<file path="src/common/tcmu_pkg.sv">
// Package with register map, field layout, modes and carriers of the compare match unit.
package tcmu_pkg;

	// ---------------------------------------------------------------
	// Register offsets (byte addresses, one word each)
	// ---------------------------------------------------------------
	localparam logic [7:0] ADDR_CTRL   = 8'h00;
	localparam logic [7:0] ADDR_VALUE  = 8'h04;
	localparam logic [7:0] ADDR_STATUS = 8'h08;
	localparam logic [7:0] ADDR_MASK   = 8'h0C;
	localparam logic [7:0] ADDR_ALTSEL = 8'h10;
	localparam logic [7:0] ADDR_STATE  = 8'h14;

	// ---------------------------------------------------------------
	// Field positions and reset values
	// ---------------------------------------------------------------
	localparam int          MODE_LSB        = 0;
	localparam int          MODE_W          = 4;
	localparam int          STAT_MATCH_BIT  = 0;
	localparam int          STAT_TRIG_BIT   = 1;
	localparam int          STAT_W          = 2;
	localparam int          STATE_LATCH_BIT = 0;
	localparam int          STATE_EQ_BIT    = 1;
	localparam int          STATE_PEND_BIT  = 2;
	localparam logic [3:0]  CTRL_RST        = 4'h0;
	localparam logic [15:0] VALUE_RST       = 16'hFFFF;
	localparam logic [1:0]  STAT_RST        = 2'h0;
	localparam logic [1:0]  MASK_RST        = 2'h0;
	localparam logic        ALTSEL_RST      = 1'b0;

	// ---------------------------------------------------------------
	// Compare mode codes
	// ---------------------------------------------------------------
	localparam logic [3:0] MODE_OFF    = 4'h0;
	localparam logic [3:0] MODE_TOGGLE = 4'h2;
	localparam logic [3:0] MODE_SET    = 4'h8;
	localparam logic [3:0] MODE_CLEAR  = 4'h9;
	localparam logic [3:0] MODE_SWINT  = 4'hA;
	localparam logic [3:0] MODE_TRIG   = 4'hB;

	typedef enum logic [2:0] {
		TCMU_ACT_NONE,
		TCMU_ACT_TOGGLE,
		TCMU_ACT_SET,
		TCMU_ACT_CLEAR,
		TCMU_ACT_SWINT,
		TCMU_ACT_TRIG
	} tcmu_action_e;

	// Timer side signals travel together.
	typedef struct packed {
		logic [15:0] count;
		logic        tick;
	} tcmu_timer_s;

	typedef struct packed {
		logic pin_drive;
		logic pin_level;
		logic alt_sel;
	} tcmu_pin_s;

endpackage : tcmu_pkg

</file>
<file path="src/hdl/tcmu_top.sv">
// Compare match unit with a classic Wishbone register slave.
`timescale 1ns/10ps

module tcmu_top #(
	parameter int CNT_W = 16
) (
	input  wire logic                 core_clk,
	input  wire logic                 rst,
	input  wire logic [7:0]           wb_adr_i,
	input  wire logic [31:0]          wb_dat_i,
	output logic      [31:0]          wb_dat_o,
	input  wire logic                 wb_we_i,
	input  wire logic [3:0]           wb_sel_i,
	input  wire logic                 wb_cyc_i,
	input  wire logic                 wb_stb_i,
	output logic                      wb_ack_o,
	output logic                      wb_err_o,
	input  wire tcmu_pkg::tcmu_timer_s timer_in,
	input  wire logic                 adc_enabled,
	output logic                      timer_clear,
	output logic                      adc_start,
	output tcmu_pkg::tcmu_pin_s       pin_out,
	output logic                      irq
);

	// The compare and register datapaths are built for a sixteen-bit count only.
	if (CNT_W != 16) begin : g_cnt_w_check
		$error("tcmu_top: CNT_W must be 16");
	end

	// ---------------------------------------------------------------
	// Registers
	// ---------------------------------------------------------------
	logic [3:0]             ctrl_ff;
	logic [15:0]            value_ff;
	logic [1:0]             status_ff;
	logic [1:0]             mask_ff;
	logic                   altsel_ff;
	logic                   latch_ff;
	logic                   eq_prev_ff;
	logic                   pend_ff;
	logic                   ack_ff;
	logic [31:0]            rdata_ff;
	logic                   err_ff;
	logic                   equal;
	logic                   match_evt;
	logic                   trig_evt;
	logic                   bus_req;
	logic                   wr_en;
	logic                   ctrl_wr_zero;
	logic                   addr_ok;
	logic [31:0]            nxt_rdata;
	tcmu_pkg::tcmu_action_e act;

	// ---------------------------------------------------------------
	// Match detection
	// ---------------------------------------------------------------
	assign equal     = (timer_in.count == value_ff);
	assign match_evt = equal && !eq_prev_ff && (act != tcmu_pkg::TCMU_ACT_NONE);
	assign trig_evt  = match_evt && (act == tcmu_pkg::TCMU_ACT_TRIG);

	always_comb begin
		unique case (ctrl_ff)
			tcmu_pkg::MODE_TOGGLE: act = tcmu_pkg::TCMU_ACT_TOGGLE;
			tcmu_pkg::MODE_SET:    act = tcmu_pkg::TCMU_ACT_SET;
			tcmu_pkg::MODE_CLEAR:  act = tcmu_pkg::TCMU_ACT_CLEAR;
			tcmu_pkg::MODE_SWINT:  act = tcmu_pkg::TCMU_ACT_SWINT;
			tcmu_pkg::MODE_TRIG:   act = tcmu_pkg::TCMU_ACT_TRIG;
			default:               act = tcmu_pkg::TCMU_ACT_NONE;
		endcase
	end

	always_ff @(posedge core_clk) begin
		if (rst) begin
			eq_prev_ff <= 1'b0;
		end else begin
			eq_prev_ff <= equal;
		end
	end

	// ---------------------------------------------------------------
	// Bus decode
	// ---------------------------------------------------------------
	// A request is taken once; the cycle that shows ack or err never starts a second one.
	assign bus_req      = wb_cyc_i && wb_stb_i && !ack_ff && !err_ff;
	assign wr_en        = bus_req && wb_we_i && addr_ok;
	assign ctrl_wr_zero = wr_en && (wb_adr_i == tcmu_pkg::ADDR_CTRL) && wb_sel_i[0] && (wb_dat_i[3:0] == 4'h0);

	always_comb begin
		addr_ok   = 1'b1;
		nxt_rdata = 32'h0000_0000;
		unique case (wb_adr_i)
			tcmu_pkg::ADDR_CTRL:   nxt_rdata[3:0]  = ctrl_ff;
			tcmu_pkg::ADDR_VALUE:  nxt_rdata[15:0] = value_ff;
			tcmu_pkg::ADDR_STATUS: nxt_rdata[1:0]  = status_ff;
			tcmu_pkg::ADDR_MASK:   nxt_rdata[1:0]  = mask_ff;
			tcmu_pkg::ADDR_ALTSEL: nxt_rdata[0]    = altsel_ff;
			tcmu_pkg::ADDR_STATE:  nxt_rdata[2:0]  = {pend_ff, equal, latch_ff};
			default:               addr_ok         = 1'b0;
		endcase
	end

	always_ff @(posedge core_clk) begin
		if (rst) begin
			ack_ff   <= 1'b0;
			err_ff   <= 1'b0;
			rdata_ff <= 32'h0000_0000;
		end else begin
			ack_ff   <= bus_req && addr_ok;
			err_ff   <= bus_req && !addr_ok;
			rdata_ff <= (bus_req && !wb_we_i && addr_ok) ? nxt_rdata : 32'h0000_0000;
		end
	end

	assign wb_ack_o = ack_ff;
	assign wb_err_o = err_ff;
	assign wb_dat_o = rdata_ff;

	// ---------------------------------------------------------------
	// Control and configuration registers
	// ---------------------------------------------------------------
	always_ff @(posedge core_clk) begin
		if (rst) begin
			ctrl_ff <= tcmu_pkg::CTRL_RST;
		end else if (wr_en && wb_adr_i == tcmu_pkg::ADDR_CTRL && wb_sel_i[0]) begin
			ctrl_ff <= wb_dat_i[3:0];
		end
	end

	always_ff @(posedge core_clk) begin
		if (rst) begin
			value_ff <= tcmu_pkg::VALUE_RST;
		end else if (wr_en && wb_adr_i == tcmu_pkg::ADDR_VALUE) begin
			if (wb_sel_i[0]) begin
				value_ff[7:0] <= wb_dat_i[7:0];
			end
			if (wb_sel_i[1]) begin
				value_ff[15:8] <= wb_dat_i[15:8];
			end
		end
	end

	always_ff @(posedge core_clk) begin
		if (rst) begin
			mask_ff   <= tcmu_pkg::MASK_RST;
			altsel_ff <= tcmu_pkg::ALTSEL_RST;
		end else if (wr_en && wb_sel_i[0]) begin
			if (wb_adr_i == tcmu_pkg::ADDR_MASK) begin
				mask_ff <= wb_dat_i[1:0];
			end
			if (wb_adr_i == tcmu_pkg::ADDR_ALTSEL) begin
				altsel_ff <= wb_dat_i[0];
			end
		end
	end

	// ---------------------------------------------------------------
	// Compare output latch
	// ---------------------------------------------------------------
	always_ff @(posedge core_clk) begin
		if (rst) begin
			latch_ff <= 1'b0;
		end else if (ctrl_wr_zero) begin
			latch_ff <= 1'b0;
		end else if (match_evt) begin
			unique case (act)
				tcmu_pkg::TCMU_ACT_TOGGLE: latch_ff <= !latch_ff;
				tcmu_pkg::TCMU_ACT_SET:    latch_ff <= 1'b1;
				tcmu_pkg::TCMU_ACT_CLEAR:  latch_ff <= 1'b0;
				default:                   latch_ff <= latch_ff;
			endcase
		end
	end

	assign pin_out = '{
		pin_drive: (act == tcmu_pkg::TCMU_ACT_TOGGLE) || (act == tcmu_pkg::TCMU_ACT_SET)
			|| (act == tcmu_pkg::TCMU_ACT_CLEAR),
		pin_level: latch_ff,
		alt_sel:   altsel_ff
	};

	// ---------------------------------------------------------------
	// Conversion trigger and timer reset
	// ---------------------------------------------------------------
	assign adc_start = trig_evt && adc_enabled;

	always_ff @(posedge core_clk) begin
		if (rst) begin
			pend_ff <= 1'b0;
		end else if (trig_evt) begin
			pend_ff <= 1'b1;
		end else if (pend_ff && (!equal || act != tcmu_pkg::TCMU_ACT_TRIG)) begin
			pend_ff <= 1'b0;
		end else if (pend_ff && timer_in.tick) begin
			pend_ff <= 1'b0;
		end
	end

	// Clear is applied together with the timer clock tick; no overflow is implied.
	assign timer_clear = pend_ff && equal && (act == tcmu_pkg::TCMU_ACT_TRIG) && timer_in.tick;

	// ---------------------------------------------------------------
	// Interrupt status
	// ---------------------------------------------------------------
	always_ff @(posedge core_clk) begin
		if (rst) begin
			status_ff <= tcmu_pkg::STAT_RST;
		end else begin
			for (int i = 0; i < tcmu_pkg::STAT_W; i++) begin
				if (wr_en && wb_adr_i == tcmu_pkg::ADDR_STATUS && wb_sel_i[0] && wb_dat_i[i]) begin
					status_ff[i] <= 1'b0;
				end
			end
			if (match_evt) begin
				status_ff[tcmu_pkg::STAT_MATCH_BIT] <= 1'b1;
			end
			if (trig_evt) begin
				status_ff[tcmu_pkg::STAT_TRIG_BIT] <= 1'b1;
			end
		end
	end

	assign irq = |(status_ff & mask_ff);

endmodule : tcmu_top

</file>
<file path="config.mk">
export PLATFORM = sky130hd
export DESIGN_NAME = tcmu_top
export DESIGN_NICKNAME = d
export VERILOG_FILES = /design/src/common/tcmu_pkg.sv /design/src/hdl/tcmu_top.sv
export SDC_FILE = /design/constraint.sdc
export NUM_CORES = 1
export LEC_CHECK = 0
export BUFFER_PORTS_ARGS = -buffer_cell sky130_fd_sc_hd__buf_4
export CAP_MARGIN = 30
export CORE_MARGIN = 5
export CORE_UTILIZATION = 43
export CTS_BUF_LIST = sky130_fd_sc_hd__clkbuf_4
export DETAILED_ROUTE_END_ITERATION = 8
export PLACE_DENSITY_LB_ADDON = 0.12
export SLEW_MARGIN = 5
export SYNTH_ARGS = -nofsm -noshare
export SYNTH_HDL_FRONTEND = slang
export SYNTH_SLANG_ARGS = --single-unit
</file>
<file path="constraint.sdc">
create_clock -name core_clk -period 1.8 [get_ports core_clk]
set_clock_uncertainty 0.15 [all_clocks]
set_input_delay 0.09 -clock core_clk [delete_from_list [all_inputs] [get_ports core_clk]]
set_output_delay 0.09 -clock core_clk [all_outputs]
set_load 0.01 [all_outputs]
</file>
==> metrics, run 1 <==
status=finished, violations left; failing checks=negative setup slack; synth warn=0; worst IR drop on VDD=about 0.27 mV; Power Dens Cells=between 500 and 600 nW/um^2; EDFF count, synth=0; Worst EP arrival=1.77 ns; fin crit share=1.117; 1st-iter DRT viols=74; ys flop type=dfxtp_1; largest family of logic cells by synthesized area=simple AND/OR/NAND/NOR gates; clock sink count=46; grt total ovfl=0; Pins Over Slew Limit=0; crit-path most repeated cell=buf_4; dominant cell type by area after synthesis=dfxtp_1; most common cell in the synthesized netlist=dfxtp_1; initial core utilization=0.4393; Root Driver=clkbuf_4; largest net degree at the start of global routing=29; sequential fraction of the synthesis area=0.4130; startpoint types=register; Storage cell area=938.4 um^2; Min-Delay Path Class=input port to register; Max Clk Rate=a little under 0.5 GHz; worst r2r src=wb_err_o$_SDFF_PP0_; Via density=between 4 and 5; Synth area leaders=dfxtp_1, xnor2_1, buf_4; Crit. End Element=primary output; placed wire-length estimate=4188 um; CTS clk-pin slew, worst paths=between 0.1 and 0.15 ns; initial antenna violation count=0; Layout fillers=between 400 and 500; GRT Util Overall=0.1811; die area=6726 um^2; multi-input gate area in the final layout=roughly 1300 um^2; H-tree depth=2; TritonCTS clock tree=done; Hold Startpoint=wb_we_i; Cell variety after synth=45; CP startpoint=value_ff[1]$_SDFFE_PP1P_; Core ar.=between 5000 and 6000 um^2; compound-cell area share of the yosys netlist=0.09708; XOR/XNOR Fraction of Synth Area=0.06678; leak pwr=1.547 nW; RSZ-0062 raised after global routing=true; Final Setup Violations=2; setup tns final=-0.3772 ns; critical path peak fanout=5; commonest cells in the netlist=dfxtp_1, buf_4, xnor2_1; synthesized-area fraction occupied by adder cells=0; mux share of post-synthesis cell area=0.06117; worst setup path category=register to primary output; TritonCTS Buffers=5; worst endpoint required time=about 1.6 ns; layout cells sized above 1=0.4361; GP Congestion=between 0.7 and 0.8; first drt pass iteration count=4; first-pass GRT wire length=around 9000 um; Core Rows=26; Routed Wire Length=between 6000 and 7000 um; Port Buffers=around 70; Inserted Diodes=0; DRT antenna net count=0; final period demand of the worst path=around 2.0 ns; Layout Area Growth over Synthesis=55.67%; die width=a little over 80 um; slowest cell on the critical path=dfxtp_2; Mapped Area=roughly 2200 um^2; Final Net Count=approximately 430; vias after detailed routing=between 2000 and 2500; Die Ht=slightly above 80 um; CP Cell Sequence=xnor2_1 > nand4_1 > nor4_2 > buf_4 > nand3_2 > nor2_1 > buf_4; Worst Slack Setup Final=-0.2108 ns; slowest stage delay, CP=about 0.35 ns; post-synthesis cell count=around 240; worst slack at placement=-0.07582 ns; Core Util, Final=0.6839; DRC errors left=0; num ports=around 110; Post-synth ARST share=0; Longest Clk Path Bufs=2; WL per Instance=about 14 um; vias in the first global route=~2000; Synth Area per Inst=between 9 and 10 um^2; post-synthesis simple-gate area fraction=0.2654; clock latency on the worst-skew pair=approximately 0.36 ns; Hold Fails Final Rpt=0; #FFs+latches synth=46; Synth top area share=0.4130; MaxCap Viol Count=0
sequential cells by signal (all words and copies together), names as in the netlist:
| name | count |
|---|---|
| status_ff | 2 |
| wb_dat_o | 16 |
| mask_ff | 2 |
| ctrl_ff | 4 |
| pend_ff | 1 |
| wb_err_o | 1 |
| value_ff | 16 |
| eq_prev_ff | 1 |
| altsel_ff | 1 |
| wb_ack_o | 1 |
| latch_ff | 1 |
logic make-up (layout without fill, tap and decap cells):
family,count (synthesis),count (layout)
buf+inv,31,140
xor+xnor,17,17
flops,46,46
compound gates,32,32
simple gates,96,97
other cells,1,16
mux,12,12
worst paths after layout:
path	endpoint	slack, ns	depth (start not counted)
worst max register to register	value_ff[3]$_SDFFE_PP1P_	0.01	6
worst min register to register	wb_dat_o[10]$_SDFF_PP0_	0.34	1
worst max-delay path	adc_start	-0.21	7
worst min-delay path	wb_dat_o[2]$_SDFF_PP0_	0.06	4
cell usage in the layout, fill, tap and decap left out, types with 9 or more instances in the layout:
cell type,synthesis,final
buf_4,19,101
dfxtp_1,46,32
dlygate4sd3_1,0,24
conb_1,1,16
and2_1,14,14
dfxtp_2,0,14
nor2_1,13,13
nand2_1,13,12
xnor2_1,17,11
nand3b_1,10,10
o21ai_1,8,9
worst max-delay path: cells and delay by family, from the launching register on:
kind	cells	cell delay [ns]
xor gates and xnor gates	1	0.14
buffers and inverters	2	0.30
DFF	1	0.35
and+or+nand+nor	4	0.61
report_power, final:
| group | leakage, nW | switching (mW) | internal [mW] |
|---|---|---|---|
| Sequential | 0.366 | 0.00140 | 1.02 |
| Clock | 0.0463 | 0.319 | 0.325 |
| Combinational | 1.13 | 0.0996 | 0.158 |
metrics by stage:
step           instance area [um^2]  total power [mW]  hold WS, ns  cells
6_report                       3471             1.921      0.06157    430
5_1_grt                        3471             1.995      0.06245    430
4_1_cts                        3311             1.923      0.02039    423
3_5_place_dp                   2877             1.243       0.1499    381
3_3_place_gp                   2877             1.242       0.1442    381
2_1_floorplan                  2312             1.151      0.05786    250
layer usage:
| metal | track usage | vias to the layer above | part of all wire |
|---|---|---|---|
| met5 | 0 | - | 0 |
| met4 | 0.06146 | 0 | 0.011 |
| met3 | 0.03838 | 7 | 0.065 |
| met2 | 0.3255 | 75 | 0.50 |
| met1 | 0.2113 | 966 | 0.42 |
| li1 | - | 1035 | - |
what timing repair did:
action | CTS | global route
resized for setup | 13 | 20
setup endpoints to repair | 10 | 37
buffers inserted | 10 | 6
hold endpoints to repair | 30 | 0
pin swaps | 15 | 19
hold buffers | 24 | 0
cloned | 0 | 2
area by class of cell:
cell class,instances,share of cell area
clock buffers,7,0.01514
inverters,3,0.003244
repair buffers,129,0.3071
flip-flops and latches,46,0.2704
multi-input cells,174,0.3702
clock inverters,1,0.008652
well taps,70,0.02523
No activity file was read; power rests on OpenSTA's default activity.
==> run 2: changes to the inputs <==
Settings changed: PLACE_DENSITY from default to 0.78, PLACE_DENSITY_LB_ADDON 0.12 to default.
==> run 2 against run 1 <==
The run still ends with negative setup slack left. Clock power decreased by 8.5%. Power decreased by 3.2%. Via count decreased by 0.82%. Die area unchanged. Utilization decreased by 0.84 points. Register-to-register slack about the same. Combinational power decreased by 2%. Sequential power about the same. Design area decreased by 1.2%. Worst setup slack improved by 0.015 ns. Largest cell class unchanged.
==> metrics, run 2 (synthesis gave the netlist of run 1 again) <==
Hold Fails Final Rpt=0; Power Dens Cells=542.6 nW/um^2; M2 GR Usage=0.3199; num ports=107; first-pass GRT wire length=around 9200 um; Hold Path Stages=4; MaxCap Viol Count=0; clock sink count=between 40 and 50; Net Sw Frac=0.2201; most crowded layer after global routing=met2; clock share of power=0.317; 1st-iter DRT viols=~110; Core Rows=26; fin crit share=1.109; grt total ovfl=0; Final Setup Violations=3; Core ar.=slightly above 5000 um^2; startpoint types=register; final period demand of the worst path=between 1.5 and 2 ns; final std cells w/o fill=between 400 and 500; slowest cell on the critical path=dfxtp_2; initial core utilization=0.4393; Tot Pwr=between 1.5 and 2 mW; Routed Wire Length=roughly 6100 um; Pins Over Slew Limit=0; DRC errors left=0; RSZ-0062 raised after global routing=true; family with the most delay on the worst path=simple AND/OR/NAND/NOR gates; GP Congestion=between 0.7 and 0.8; layout cells sized above 1=0.4306; placed wire-length estimate=roughly 4200 um; leak pwr=around 1.5 nW; Root Driver=clkbuf_4; fraction of power consumed by sequential logic=0.548; worst setup path category=register to primary output; Die Ht=82.01 um; worst endpoint required time=between 1.5 and 2 ns; status=finished, violations left; largest net degree at the start of global routing=30; worst slack at placement=-0.09418 ns; Final Net Count=420; FF-to-FF path depth=6; hold endpoint=wb_err_o$_SDFF_PP0_; Min-Delay Path Class=input port to register; CP Cell Sequence=xnor2_1 > nand4_1 > nor4_2 > buf_4 > and4_1 > buf_4; worst r2r src=wb_ack_o$_SDFF_PP0_; WHS=about 0.028 ns; Critical path buffers and inverters=2; Worst EP arrival=1.76 ns; Crit. End Element=primary output; commonest non-fill, non-tap cell in the layout=buf_4; die area=~6700 um^2; Max Clk Rate=roughly 0.5 GHz; WL per Instance=between 10 and 15 um; Layout fillers=about 430; Sw Pwr=approximately 410 uW; Worst Slack Setup Final=-0.1958 ns; Inserted Diodes=0; GRT Util Overall=0.1800; H-tree depth=2; DRT antenna net count=0; initial antenna violation count=0; crit-path most repeated cell=buf_4; dpl cells=between 300 and 400; TritonCTS Buffers=5; combinational share of power=0.136; Port Buffers=72; Longest Clk Path Bufs=2; reg2reg end=value_ff[6]$_SDFFE_PP1P_; failing checks=negative setup slack; Hold Startpoint=wb_cyc_i; Int Pwr=between 1 and 1.5 mW; first drt pass iteration count=4; TritonCTS clock tree=done; vias in the first global route=1959; met1 Use GR=0.2202; critical path peak fanout=4; Layout Area Growth over Synthesis=53.76%; Core Util, Final=0.6755; slowest stage delay, CP=roughly 0.36 ns; vias after detailed routing=2066; CTS clk-pin slew, worst paths=0.13 ns; clock latency on the worst-skew pair=~0.35 ns; worst IR drop on VDD=roughly 0.25 mV; most frequent cells in the layout=buf_4, dfxtp_1, dlygate4sd3_1; Via density=4.884; r2r setup slk=0 ns; die width=82.01 um; met3 GRT Util=0.02961
-- run 2: worst max path at each step --
stage,depth (start not counted),endpoint,start,slack (ns)
3_3_place_gp,6,wb_dat_o[9]$_SDFF_PP0_,wb_adr_i[1],-0.08
6_report,6,timer_clear,value_ff[0]$_SDFFE_PP1P_,-0.20
5_1_grt,7,adc_start,value_ff[10]$_SDFFE_PP1P_,-0.31
4_1_cts,7,adc_start,value_ff[4]$_SDFFE_PP1P_,-0.20
2_1_floorplan,7,value_ff[5]$_SDFFE_PP1P_,wb_err_o$_SDFF_PP0_,-0.01
3_5_place_dp,6,wb_dat_o[9]$_SDFF_PP0_,wb_adr_i[1],-0.09
-- run 2: worst min-delay path, delay by kind of cell --
family / cells / cell delay (ns)
and+or+nand+nor: 3 / 0.30
buffers and inverters: 1 / 0.11
-- run 2: stage by stage --
| step | instance area, um^2 | TNS (ns) |
|---|---|---|
| 5_1_grt | 3428 | -1.261 |
| 3_5_place_dp | 2869 | -1.778 |
| 3_3_place_gp | 2869 | -1.366 |
| 4_1_cts | 3283 | -0.3799 |
| 6_report | 3428 | -0.3949 |
| 2_1_floorplan | 2312 | -0.02878 |
-- run 2: power groups by stage --
stage          logic [mW]  clock network (mW)  registers (mW)
5_1_grt             0.272               0.636            1.02
6_report            0.252               0.589            1.02
2_1_floorplan       0.107                   0            1.04
4_1_cts             0.238               0.600            1.02
3_5_place_dp        0.197                   0            1.04
3_3_place_gp        0.195                   0            1.04
-- run 2: layer usage --
| layer | vias up | part of all wire | wire, um |
|---|---|---|---|
| li1 | 1021 | - | - |
| met1 | 964 | 0.40 | 2428 |
| met2 | 72 | 0.53 | 3231 |
| met3 | 9 | 0.058 | 354 |
| met4 | 0 | 0.013 | 81 |
| met5 | - | 0 | 0 |
-- run 2: area by class of cell --
type | count | area, um^2 | share of cell area
multi-input combinational | 173 | 1280 | 0.3734
timing repair buffer | 124 | 1037 | 0.3026
sequential | 46 | 940.9 | 0.2745
tap | 70 | 87.58 | 0.02555
clock buffer | 5 | 37.54 | 0.01095
clock inverter | 2 | 33.78 | 0.009854
inverter | 3 | 11.26 | 0.003285
-- run 2: timing repair --
action / in CTS / in global routing
setup buffers: 7 / 5
resized for setup: 11 / 29
cloned: 1 / 0
hold endpoints to repair: 32 / 0
endpoints found under the setup margin: 10 / 33
hold buffers: 23 / 0
pin swaps: 16 / 14
